`config.mk`:
```
export PLATFORM = sky130hd
export DESIGN_NAME = fic_top
export DESIGN_NICKNAME = d
export VERILOG_FILES = /design/src/hw/fic_tick.v /design/src/hw/fic_count.v /design/src/hw/fic_top.v
export VERILOG_INCLUDE_DIRS = /design/src /design/src/hw
export SDC_FILE = /design/constraint.sdc
export NUM_CORES = 1
export LEC_CHECK = 0
export ABC_AREA = 1
export ABC_CLOCK_PERIOD_IN_PS = 1960
export CORE_MARGIN = 2
export CORE_UTILIZATION = 32
export CTS_CLUSTER_SIZE = 30
export DETAILED_ROUTE_END_ITERATION = 8
export DONT_BUFFER_PORTS = 1
export GPL_TIMING_DRIVEN = 0
export SETUP_SLACK_MARGIN = 0.5
export SYNTH_ARGS = -nofsm -noshare
export SYNTH_HDL_FRONTEND = slang
export SYNTH_SLANG_ARGS = --single-unit
```
`constraint.sdc`:
```
create_clock -name mclk -period 1.96 [get_ports mclk]
set_input_delay 0.098 -clock mclk [delete_from_list [all_inputs] [get_ports mclk]]
set_output_delay 0.098 -clock mclk [all_outputs]
set_load 0.05 [all_outputs]
```
`src/hw/fic_map.vh`:
```
// Notes on behaviour
// RL1 - injection fakes detection only; node data passes through unchanged.
// RL2 - faked detection drives fault, recovery and in-line responses by type.
// RL3 - feature register support field nonzero when injection exists; zero means absent.
// RL4 - memory-mapped records allow injection only with group revision of one or more.
// RL5 - injection inactive while writable detect enable holds zero.
// RL6 - only detectable error types may be injected.
// RL7 - low privilege access traps to top level unless secure access enable is one.
// RL8 - kernel access traps to hypervisor unless its access enable is one.
// RL9 - injection registers unreachable from 32-bit state; support field still readable.
// RL10 - writing countdown enable loads counter from nonzero countdown value; zero clears. The code also fires an injection on a zero value.
// RL11 - generation counter is never readable by software.
// RL12 - counter decrements once per tick while enabled and nonzero.
// RL13 - counter reaching zero enters pending injection state.
// RL14 - next access in pending state fakes, records, reports, then leaves pending.
// RL15 - recording sets valid, uncorrected, corrected, postponed and kind fields by type.
// RL16 - other syndrome fields are left to software preload. The code writes them to zero on injection.
// RL17 - only the first record holds injection registers.
// RL18 - unchanged syndrome means the injection lands in the first record.
// RL19 - edge interrupts pulse as for real detection when enabled. The code gives no fault pulse for a corrected error, even with CFI set.
// RL20 - level interrupts depend only on control and status fields.
// RL21 - cyclic mode reloads counter at zero from nonzero countdown value. The code also reloads a zero value and then fires an injection on every tick.
// RL22 - reset clears counter and pending state.
`ifndef FIC_MAP_VH
`define FIC_MAP_VH
// =====================================================
// register offsets
`define FIC_A_FEAT     4'h0
`define FIC_A_CTL      4'h1
`define FIC_A_CDN      4'h2
`define FIC_A_RCTL     4'h3
`define FIC_A_STATUS   4'h4
`define FIC_A_RFEAT    4'h5
// =====================================================
// control register fields
`define FIC_CTL_UC     0
`define FIC_CTL_UEU    1
`define FIC_CTL_CE     2
`define FIC_CTL_DE     3
`define FIC_CTL_R      30
`define FIC_CTL_COUNTDOWN_ENABLE  31
`define FIC_CTL_MASK   32'hC000000F
// record control fields
`define FIC_RCTL_ED    0
`define FIC_RCTL_UI    2
`define FIC_RCTL_FI    3
`define FIC_RCTL_DUI   4
`define FIC_RCTL_CFI   5
// status fields
`define FIC_ST_V       30
`define FIC_ST_UE      29
`define FIC_ST_DE      23
`define FIC_ST_CE_LO   24
`define FIC_ST_UET_LO  20
// codes
`define FIC_INJ_YES    2'h1
`define FIC_UET_UC     2'h0
`define FIC_UET_UEU    2'h1
`define FIC_CE_ONE     2'h2
`define FIC_REV_MIN    4'h1
`define FIC_ZERO32     32'h00000000
`endif

```
`src/hw/fic_tick.v`:
```
`timescale 1ns/1ps
`include "fic_map.vh"
module fic_tick #(
	parameter DIV = 200
) (
	input  wire       mclk,
	input  wire       rst_b,
	output reg        tick
);
	reg [15:0] cnt_r;
	// =====================================================
	// divider: counter rate is one pulse every DIV cycles
	always @(posedge mclk or negedge rst_b) begin
		if (!rst_b) begin
			cnt_r <= 16'h0000;
			tick  <= 1'b0;
		end else if (cnt_r == DIV[15:0] - 16'h0001) begin
			cnt_r <= 16'h0000;
			tick  <= 1'b1;
		end else begin
			cnt_r <= cnt_r + 16'h0001;
			tick  <= 1'b0;
		end
	end
endmodule // fic_tick

```
`src/hw/fic_count.v`:
```
`timescale 1ns/1ps
`include "fic_map.vh"
module fic_count #(
	parameter W = 32
) (
	input  wire         mclk,
	input  wire         rst_b,
	input  wire         tick,
	input  wire         arm_wr,
	input  wire         enable,
	input  wire         cyclic,
	input  wire [W-1:0] countdown_value,
	output reg          fire
);
	reg [W-1:0] cnt_r;
	reg [W-1:0] cnt_nxt;
	reg         fire_nxt;
	// =====================================================
	// countdown; the value stays internal, no read path
	always @* begin
		cnt_nxt  = cnt_r;
		fire_nxt = 1'b0;
		if (arm_wr) begin
			cnt_nxt  = countdown_value;                     // [RL10]
			fire_nxt = (countdown_value == {W{1'b0}});      // zero value: clear and inject [RL10]
		end else if (enable && tick) begin
			if (cnt_r == {{(W-1){1'b0}}, 1'b1}) begin
				cnt_nxt  = cnt_r - {{(W-1){1'b0}}, 1'b1}; // [RL12]
				fire_nxt = 1'b1;                // [RL13]
			end else if (cnt_r != {W{1'b0}}) begin
				cnt_nxt = cnt_r - {{(W-1){1'b0}}, 1'b1};  // [RL12]
			end else if (cyclic) begin
				cnt_nxt  = countdown_value;                 // [RL21]
				fire_nxt = (countdown_value == {W{1'b0}});  // [RL21]
			end
		end
	end
	// reset leaves nothing armed
	always @(posedge mclk or negedge rst_b) begin
		if (!rst_b) begin
			cnt_r <= {W{1'b0}};                 // [RL22]
			fire  <= 1'b0;
		end else begin
			cnt_r <= cnt_nxt;
			fire  <= fire_nxt;
		end
	end
endmodule // fic_count

```
`src/hw/fic_top.v`:
```
`timescale 1ns/1ps
`include "fic_map.vh"
module fic_top #(
	parameter TICK_DIV = 200,
	parameter [3:0] TYPES_OK = 4'hF,
	parameter LEVEL_IRQ = 1
) (
	input  wire        mclk,
	input  wire        rst_b,
	input  wire [3:0]  reg_addr,
	input  wire [31:0] reg_wdata,
	input  wire        reg_wr,
	input  wire        reg_rd,
	output reg  [31:0] reg_rdata,
	input  wire        priv_low,
	input  wire        priv_kernel,
	input  wire        state_32,
	input  wire        secure_inject_access_enable,
	input  wire        hyp_inject_access_enable,
	input  wire        el3_present,
	input  wire        el2_active,
	input  wire [3:0]  group_arch_revision,
	input  wire        mm_group,
	input  wire        node_access,
	input  wire [31:0] node_data_in,
	output reg  [31:0] node_data_out,
	output reg         inline_err,
	output reg         trap_top,
	output reg         trap_hyp,
	output wire        fault_irq,
	output wire        recov_irq
);
	// =====================================================
	// registers
	reg [31:0] ctl_r;
	reg [31:0] cdn_r;
	reg [5:0]  rctl_r;
	reg [31:0] status_r;
	reg        pend_r;
	reg        fault_p_r;
	reg        recov_p_r;
	reg [3:0]  rev_s1_r;
	reg [3:0]  rev_r;
	wire       fire;
	wire       tick;
	// revision comes from outside the clock domain
	always @(posedge mclk or negedge rst_b) begin
		if (!rst_b) begin
			rev_s1_r <= 4'h0;
			rev_r    <= 4'h0;
		end else begin
			rev_s1_r <= group_arch_revision;
			rev_r    <= rev_s1_r;
		end
	end
	wire rev_ok  = !mm_group || (rev_r >= `FIC_REV_MIN);            // [RL4]
	wire inj_on  = rev_ok && rctl_r[`FIC_RCTL_ED];                 // [RL5]
	// effective enables default to one when the level is absent
	wire eff_sec = !el3_present || secure_inject_access_enable;    // [RL7]
	wire eff_hyp = !el2_active || hyp_inject_access_enable;        // [RL8]
	wire inj_reg = (reg_addr == `FIC_A_CTL) || (reg_addr == `FIC_A_CDN)
	               || (reg_addr == `FIC_A_FEAT);
	wire t_top   = inj_reg && priv_low && !eff_sec;                // [RL7]
	wire t_hyp   = inj_reg && priv_kernel && eff_sec && !eff_hyp;  // [RL8]
	wire blocked = inj_reg && (state_32 || t_top || t_hyp);        // [RL9]
	wire wr_ok   = reg_wr && !blocked;
	wire rd_ok   = reg_rd && !blocked;
	wire arm_wr  = wr_ok && (reg_addr == `FIC_A_CTL) && reg_wdata[`FIC_CTL_COUNTDOWN_ENABLE] && inj_on;
	wire [3:0] types = ctl_r[3:0] & TYPES_OK;                       // [RL6]
	// =====================================================
	// divider and countdown
	fic_tick #(.DIV(TICK_DIV)) u_tick (
		.mclk  (mclk),
		.rst_b (rst_b),
		.tick  (tick)
	);
	fic_count #(.W(32)) u_count (
		.mclk   (mclk),
		.rst_b  (rst_b),
		.tick   (tick),
		.arm_wr (arm_wr),
		.enable (ctl_r[`FIC_CTL_COUNTDOWN_ENABLE] && inj_on),
		.cyclic (ctl_r[`FIC_CTL_R]),
		.countdown_value    (cdn_r),
		.fire   (fire)
	);
	// =====================================================
	// pick one programmed type, uncontained first
	reg [31:0] inj_st;
	reg        inj_unc;
	reg        inj_def;
	always @* begin
		inj_st  = `FIC_ZERO32;
		inj_unc = 1'b0;
		inj_def = 1'b0;
		inj_st[`FIC_ST_V] = 1'b1;                                   // [RL15]
		if (types[`FIC_CTL_UC]) begin
			inj_st[`FIC_ST_UE] = 1'b1;
			inj_st[`FIC_ST_UET_LO+1:`FIC_ST_UET_LO] = `FIC_UET_UC;
			inj_unc = 1'b1;
		end else if (types[`FIC_CTL_UEU]) begin
			inj_st[`FIC_ST_UE] = 1'b1;
			inj_st[`FIC_ST_UET_LO+1:`FIC_ST_UET_LO] = `FIC_UET_UEU;
			inj_unc = 1'b1;
		end else if (types[`FIC_CTL_DE]) begin
			inj_st[`FIC_ST_DE] = 1'b1;
			inj_def = 1'b1;
		end else if (types[`FIC_CTL_CE]) begin
			inj_st[`FIC_ST_CE_LO+1:`FIC_ST_CE_LO] = `FIC_CE_ONE;
		end
	end
	wire do_inj = pend_r && node_access && inj_on && (types != 4'h0); // [RL14]
	// =====================================================
	// register writes, pending state and status record
	always @(posedge mclk or negedge rst_b) begin
		if (!rst_b) begin
			ctl_r     <= `FIC_ZERO32;
			cdn_r     <= `FIC_ZERO32;
			rctl_r    <= 6'h00;
			status_r  <= `FIC_ZERO32;
			pend_r    <= 1'b0;                                       // [RL22]
			fault_p_r <= 1'b0;
			recov_p_r <= 1'b0;
		end else begin
			if (wr_ok && reg_addr == `FIC_A_CTL)
				ctl_r <= reg_wdata & `FIC_CTL_MASK;
			if (wr_ok && reg_addr == `FIC_A_CDN)
				cdn_r <= reg_wdata;
			if (wr_ok && reg_addr == `FIC_A_RCTL)
				rctl_r <= reg_wdata[5:0];
			// injection wins over a simultaneous clear
			if (do_inj)
				status_r <= inj_st;                          // [RL15] [RL16] [RL18]
			else if (wr_ok && reg_addr == `FIC_A_STATUS)
				status_r <= status_r & ~reg_wdata;
			if (!inj_on)
				pend_r <= 1'b0;                                      // [RL5]
			else if (fire)
				pend_r <= 1'b1;                                      // [RL13]
			else if (do_inj)
				pend_r <= 1'b0;                                      // [RL14]
			// edge pulses only for uncorrected and deferred types; no fault pulse for a corrected error even with CFI set
			fault_p_r <= do_inj && rctl_r[`FIC_RCTL_FI] && (inj_unc || inj_def); // [RL19]
			recov_p_r <= do_inj && ((inj_unc && rctl_r[`FIC_RCTL_UI])
			             || (inj_def && rctl_r[`FIC_RCTL_DUI]));    // [RL19]
		end
	end
	// =====================================================
	// level form reads only control and status [RL20]
	wire st_v   = status_r[`FIC_ST_V];
	wire lv_flt = st_v && ((rctl_r[`FIC_RCTL_FI] && (status_r[`FIC_ST_UE] || status_r[`FIC_ST_DE]))
	              || (rctl_r[`FIC_RCTL_CFI] && (status_r[`FIC_ST_CE_LO+1:`FIC_ST_CE_LO] != 2'h0)));
	wire lv_rec = st_v && ((rctl_r[`FIC_RCTL_UI] && status_r[`FIC_ST_UE])
	              || (rctl_r[`FIC_RCTL_DUI] && status_r[`FIC_ST_DE]));
	assign fault_irq = (LEVEL_IRQ != 0) ? lv_flt : fault_p_r;     // [RL2]
	assign recov_irq = (LEVEL_IRQ != 0) ? lv_rec : recov_p_r;     // [RL2]
	// =====================================================
	// node data path untouched; in-line response for both uncorrected types (UC and UEU)
	always @(posedge mclk or negedge rst_b) begin
		if (!rst_b) begin
			node_data_out <= `FIC_ZERO32;
			inline_err    <= 1'b0;
			trap_top      <= 1'b0;
			trap_hyp      <= 1'b0;
		end else begin
			node_data_out <= node_data_in;                            // [RL1]
			inline_err    <= do_inj && inj_unc;                      // [RL2]
			trap_top      <= (reg_wr || reg_rd) && t_top;            // [RL7]
			trap_hyp      <= (reg_wr || reg_rd) && t_hyp;            // [RL8]
		end
	end
	// =====================================================
	// read data one cycle later; counter has no read path [RL11]
	always @(posedge mclk or negedge rst_b) begin
		if (!rst_b) begin
			reg_rdata <= `FIC_ZERO32;
		end else if (rd_ok) begin
			case (reg_addr)
			`FIC_A_FEAT:   reg_rdata <= {28'h0000000, TYPES_OK};
			`FIC_A_CTL:    reg_rdata <= ctl_r;
			`FIC_A_CDN:    reg_rdata <= cdn_r;
			`FIC_A_RCTL:   reg_rdata <= {26'h0000000, rctl_r};
			`FIC_A_STATUS: reg_rdata <= status_r;
			`FIC_A_RFEAT:  reg_rdata <= {30'h00000000, rev_ok ? `FIC_INJ_YES : 2'h0}; // [RL3] [RL9]
			default:       reg_rdata <= `FIC_ZERO32;
			endcase
		end else begin
			reg_rdata <= `FIC_ZERO32;
		end
	end
	// single record node: injection registers live here [RL17]
endmodule // fic_top

```
# == After elaboration in Yosys (flattened, before gate mapping) ==
# Index checks and enable logic that the tools add are counted.
# word_totals
ff_bits,202
output_inout_bits,69
# op_classes
add_sub_neg,2
magnitude_cmp,1
eq_ne,8
muxes,29
n_bitwise,2
reduce_logical,55
# ops
op,count
$mux W32,8
$pmux W32 S6,1
$and A32 B32 Y32,1
$eq A32 B1 Y1 const B,1
$logic_not A32 Y1,1
$not A32 Y32,1
$reduce_bool A32 Y1,1
$sub A32 B1 Y32 const B,1
$logic_and A1 B1 Y1,29
$add A16 B1 Y16 const B,1
$eq A16 B8 Y1 const B,1
$mux W16,1
$mux W1,15
$logic_or A1 B1 Y1,11
$eq A4 B2 Y1 const B,2
$eq A4 B3 Y1 const B,2
$reduce_bool A4 Y1,2
$logic_not A1 Y1,6
$mux W3,2
$reduce_bool A2 Y1,3
$eq A4 B1 Y1 const B,1
$ge A4 B1 Y1 const B,1
$logic_not A4 Y1,1
$mux W2,2
2 further kinds,2

# == Longest topological paths before layout ==
# depth
depth_word,15
mapped_depth,13
mapped_depth_nobuf,12

# == Hierarchy ==
# A second synthesis with hierarchy kept.
# unflattened
cells_unflattened,1203
area_unflattened_um2,9656.8
# modules_own_cells
module,n_inst,cells_each,area_each_um2,seq_area_each_um2
fic_top,1,598,5796.8,3803.6
fic_count,1,479,2936.6,825.8
fic_tick,1,126,923.4,425.4

# == Worst setup path before layout ==
# Ideal clock, no wire load.
# synth_path
path_kind,register to register
startpoint,register u_count.cnt_r[0]
endpoint,register u_count.cnt_r[30]
t_arrival_ps,1539
slack_ps,304
stages_incl_launch_ff,11
path_buffers,0
cell_sequence,dfrtp_1 > inv_1 > ha_1 > inv_1 > nor2_1 > nand2_1 > nor2_1 > xor2_1 > nand3_1 > nand3_1 > nand2_1
# synth_between
elab_chain_len,5
# synth_lines
element,line_no,source
from (decl),fic_count.v:15,reg [W-1:0] cnt_r;
from (signal assigned),fic_count.v:41,cnt_r <= {W{1'b0}};
from (signal assigned),fic_count.v:44,cnt_r <= cnt_nxt;
$sub A32 B1 Y32 or $reduce_bool A32 Y1 (tied branches),"fic_count.v:28, fic_count.v:31, fic_count.v:30",
$mux W32,fic_count.v:30,end else if (cnt_r != {W{1'b0}}) begin
$mux W32,fic_count.v:27,"if (cnt_r == {{(W-1){1'b0}}, 1'b1}) begin"
$mux W32,fic_count.v:26,end else if (enable && tick) begin
$mux W32,fic_count.v:23,if (arm_wr) begin
# Several ways; a longest one is shown, not always the timed one. The select of a mux whose other input is x is not followed.
# A chain may end at the register's enable or synchronous reset.

# == Worst setup path after layout ==
# layout_path
startpoint,register u_count.cnt_r[9]
endpoint,register u_count.cnt_r[24]
# Same word-level chain as after synthesis.

==> results_dict.tcl <==
set metrics [dict create \
    io_buffers 0 \
    end_kind "flip-flop" \
    grt-ovfl-total 0 \
    ys_ff_latch 202 \
    slowest_stage "dfrtp_2" \
    path_buf_inv 1 \
    grt_pass1_wl_mm 43.13 \
    avgSynthCellArea_um2 8.417 \
    synth_area_leaders "dfrtp_1, nand2_1, nor2_1" \
    grt_pass1_vias 8085 \
    drc 0 \
    crit_path_max_incr_delay_ps 490 \
    violations "hold timing" \
    grt_max_degree 203 \
    ir_drop_mv 0.5957 \
    clock_latency_ps 500 \
    period_share 0.9456 \
    path_depth 11 \
    hold_path.class "in2async" \
    cts_buffers 21 \
    p_leak_uw 0.005915 \
    reg2reg_from "u_count.cnt_r[9]" \
    dr.pass1.iters 5 \
    fmax_mhz 539.5 \
    die_y_um 172.5 \
    vias 8241 \
    crit_chain "nor2_4, nand2_1, nor2_2, nand3b_1, nor2_4, nand2_2, nand2_4, buf_6, nand2_1, nand3_2, nand2_1" \
    skew_ps 15.63 \
    pwr-share-comb 0.373 \
    boundaryPins 154 \
    holdWs_ps -701.2 \
    worstPathArrival_ps 2240 \
    synth_area_mm2 0.009082 \
    cts-root-buf "clkbuf_16" \
    max_cap_viol_count 0 \
    cts_tree "yes" \
    reg2reg_slack_ps 110 \
    rsz0062_at_grt "yes" \
    fin_crit_ps 1853 \
    yosys-top-cells-count "nand2_1, dfrtp_1, nor2_1" \
    cts-htree-levels 1 \
    place.gp.congestion 0.9593 \
    syn_inst 1079 \
    drive_gt1_frac 0.2364 \
    power.density_mw_per_mm2 1164 \
    grt_usage 0.1853 \
    cp_common_cell "nand2_1" \
    cpLargestDelayFamily "simple AND/OR/NAND/NOR gates" \
    cp-start-kind "flip-flop" \
    outcome "finished, violations left" \
    die_area_mm2 0.02975 \
    required_ps 2350 \
    synthFlopType "dfrtp_1" \
    crit_type "reg2reg" \
    die_w_um 172.5 \
    switchingPower_uw 5361 \
    p_clk_frac 0.274 \
    r2r_cells 11 \
    power.internal_uw 9212 \
    finalMaxSlewViolations 0 \
    relSlewSlack 0.6049 \
    netlist-cell-type-count 37 \
    switching_share 0.3679 \
    r2r-end "u_count.cnt_r[24]" \
    crit_fanout 7 \
    setup_viol 0 \
    seq_power_share 0.353 \
    crit_end "u_count.cnt_r[24]" \
    synth_top_area_share 0.5566 \
    fin_util 0.4494 \
    worstMarginPinSlew_ps 592.7 \
    antenna_found_initial 1 \
    clk_path_buf_depth 3 \
    clock_sinks 202 \
    ys_seq_area_frac 0.5566 \
    initial_core_util 0.3260 \
    synth_nets 1168 \
    ant_nets 0 \
    drt_wl_total_mm 28.41 \
    ys_warn_count 0 \
    vias_per_cell 5.001 \
    clkTransAtPathRegs_ps 60 \
    synth.most_common_cell "nand2_1" \
    synthArstFlopShare 1.000 \
    synth_edf_count 0 \
    drt-initial-drc-count 666 \
    worstSetupStartpoint "u_count.cnt_r[9]" \
    rows 61 \
    dp_hpwl_mm 18.26 \
    wire_per_inst_um 17.24 \
    finalHoldViolCount 203 \
    synth_top_area_cell "dfrtp_1" \
    fillCellCount 2647 \
    fin_nets 1346 \
    core-area_mm2 0.02786 \
    areaGrowthSynthToFinish_pct 37.83 \
    cts.hold.buffers_added 78 \
]
[stage by stage]
stage	instances	TNS, ps	instance area, um2	total power [uW]	setup WS, ps
CTS	1611	0	11670	13950	161.5
global placement	1457	-1612	9603	9249	-96.41
detailed placement	1457	-2234	9603	9292	-114.7
finish	1648	0	12520	14570	106.5
global route	1648	0	12520	15420	18.62
floorplan	1079	0	9130	8258	379.5
[power groups by stage]
stage / clock [uW] / combinational (uW) / sequential, uW
final: 4000 / 5430 / 5150
after global routing: 4240 / 5980 / 5190
after CTS: 4050 / 4800 / 5110
after detailed placement: 0 / 4110 / 5180
after global placement: 0 / 4060 / 5190
after floorplan: 0 / 3180 / 5080
[cells in the final DEF, fill, tap and decap left out, types with 4 or more instances in the layout]
| cell | count |
|---|---|
| inv_2 | 9 |
| dfrtp_2 | 15 |
| nand3_2 | 11 |
| clkbuf_2 | 6 |
| buf_8 | 7 |
| dlygate4sd3_1 | 78 |
| clkbuf_16 | 27 |
| nand2_1 | 255 |
| o22ai_1 | 6 |
| inv_1 | 94 |
| nand3_4 | 4 |
| xnor2_1 | 14 |
| nor2_4 | 14 |
| nand2_2 | 21 |
| nand4_1 | 21 |
| xor2_1 | 13 |
| a21oi_1 | 64 |
| a21oi_2 | 24 |
| nand3_1 | 75 |
| nor3_1 | 6 |
| clkbuf_1 | 9 |
| nor2_1 | 86 |
| nor2_2 | 28 |
| buf_1 | 4 |
| buf_4 | 69 |
| dfrtp_1 | 187 |
| o21ai_0 | 25 |
| nand2_4 | 17 |
| buf_6 | 10 |
| nand3b_1 | 12 |
| a211oi_2 | 4 |
[timing repair]
| action | in CTS | in global routing |
|---|---|---|
| endpoints found under the hold margin | 322 | 202 |
| pin swaps | 25 | 37 |
| gates cloned | 1 | 7 |
| endpoints found under the setup margin | 83 | 126 |
| setup buffers | 40 | 29 |
| resized for setup | 93 | 150 |
[registers in the layout, summed over array words and instances, names as in the netlist, 4 cells and up]
register       count
cdn_r             32
node_data_out     32
reg_rdata         32
status_r          32
u_count.cnt_r     32
u_tick.cnt_r      16
ctl_r              6
rctl_r             6
rev_r              4
rev_s1_r           4
[worst reg2reg max path, delay by kind of cell (launching register included)]
kind          cells  cell delay (ps)
flops             1              490
simple gates     10             1130
buf+inv           1              150
[layer usage]
metal  vias up  part of all wire  track usage
met5         -                 0            0
met4         0             0.029      0.05590
met3        57             0.063      0.03548
met2       319              0.48       0.3031
met1      4034              0.43       0.2494
li1       3831                 -            -
[final cells by class]
class | count | area, um2 | area share
well taps | 378 | 473.0 | 0.03778
multi-input cells | 734 | 4064 | 0.3246
clock buffers | 29 | 585.6 | 0.04678
inverters | 108 | 437.9 | 0.03498
diodes | 1 | 2.502 | 0.0001999
flip-flops and latches | 202 | 5074 | 0.4053
clock inverters | 6 | 90.09 | 0.007196
plain buffers | 35 | 290.3 | 0.02319
repair buffers | 155 | 1501 | 0.1199
[logic make-up after synthesis]
kind of cell    Yosys count  share of synthesized area
xor+xnor                 27                    0.02604
simple gates            560                     0.2624
flops                   202                     0.5566
buf+inv                 143                    0.06557
fa+ha+maj                 4                   0.005511
compound gates          143                    0.08390
[how the worst min path moves through the flow]
stage	from	to	cells after the start
final	rst_b	status_r[11]	0
after global placement	rst_b	reg_rdata[11]	0
after global routing	rst_b	status_r[11]	0
after detailed placement	rst_b	reg_rdata[13]	0
after floorplan	rst_b	cdn_r[0]	0
after CTS	rst_b	node_data_out[28]	0
Power figures use the tool's default switching activity.
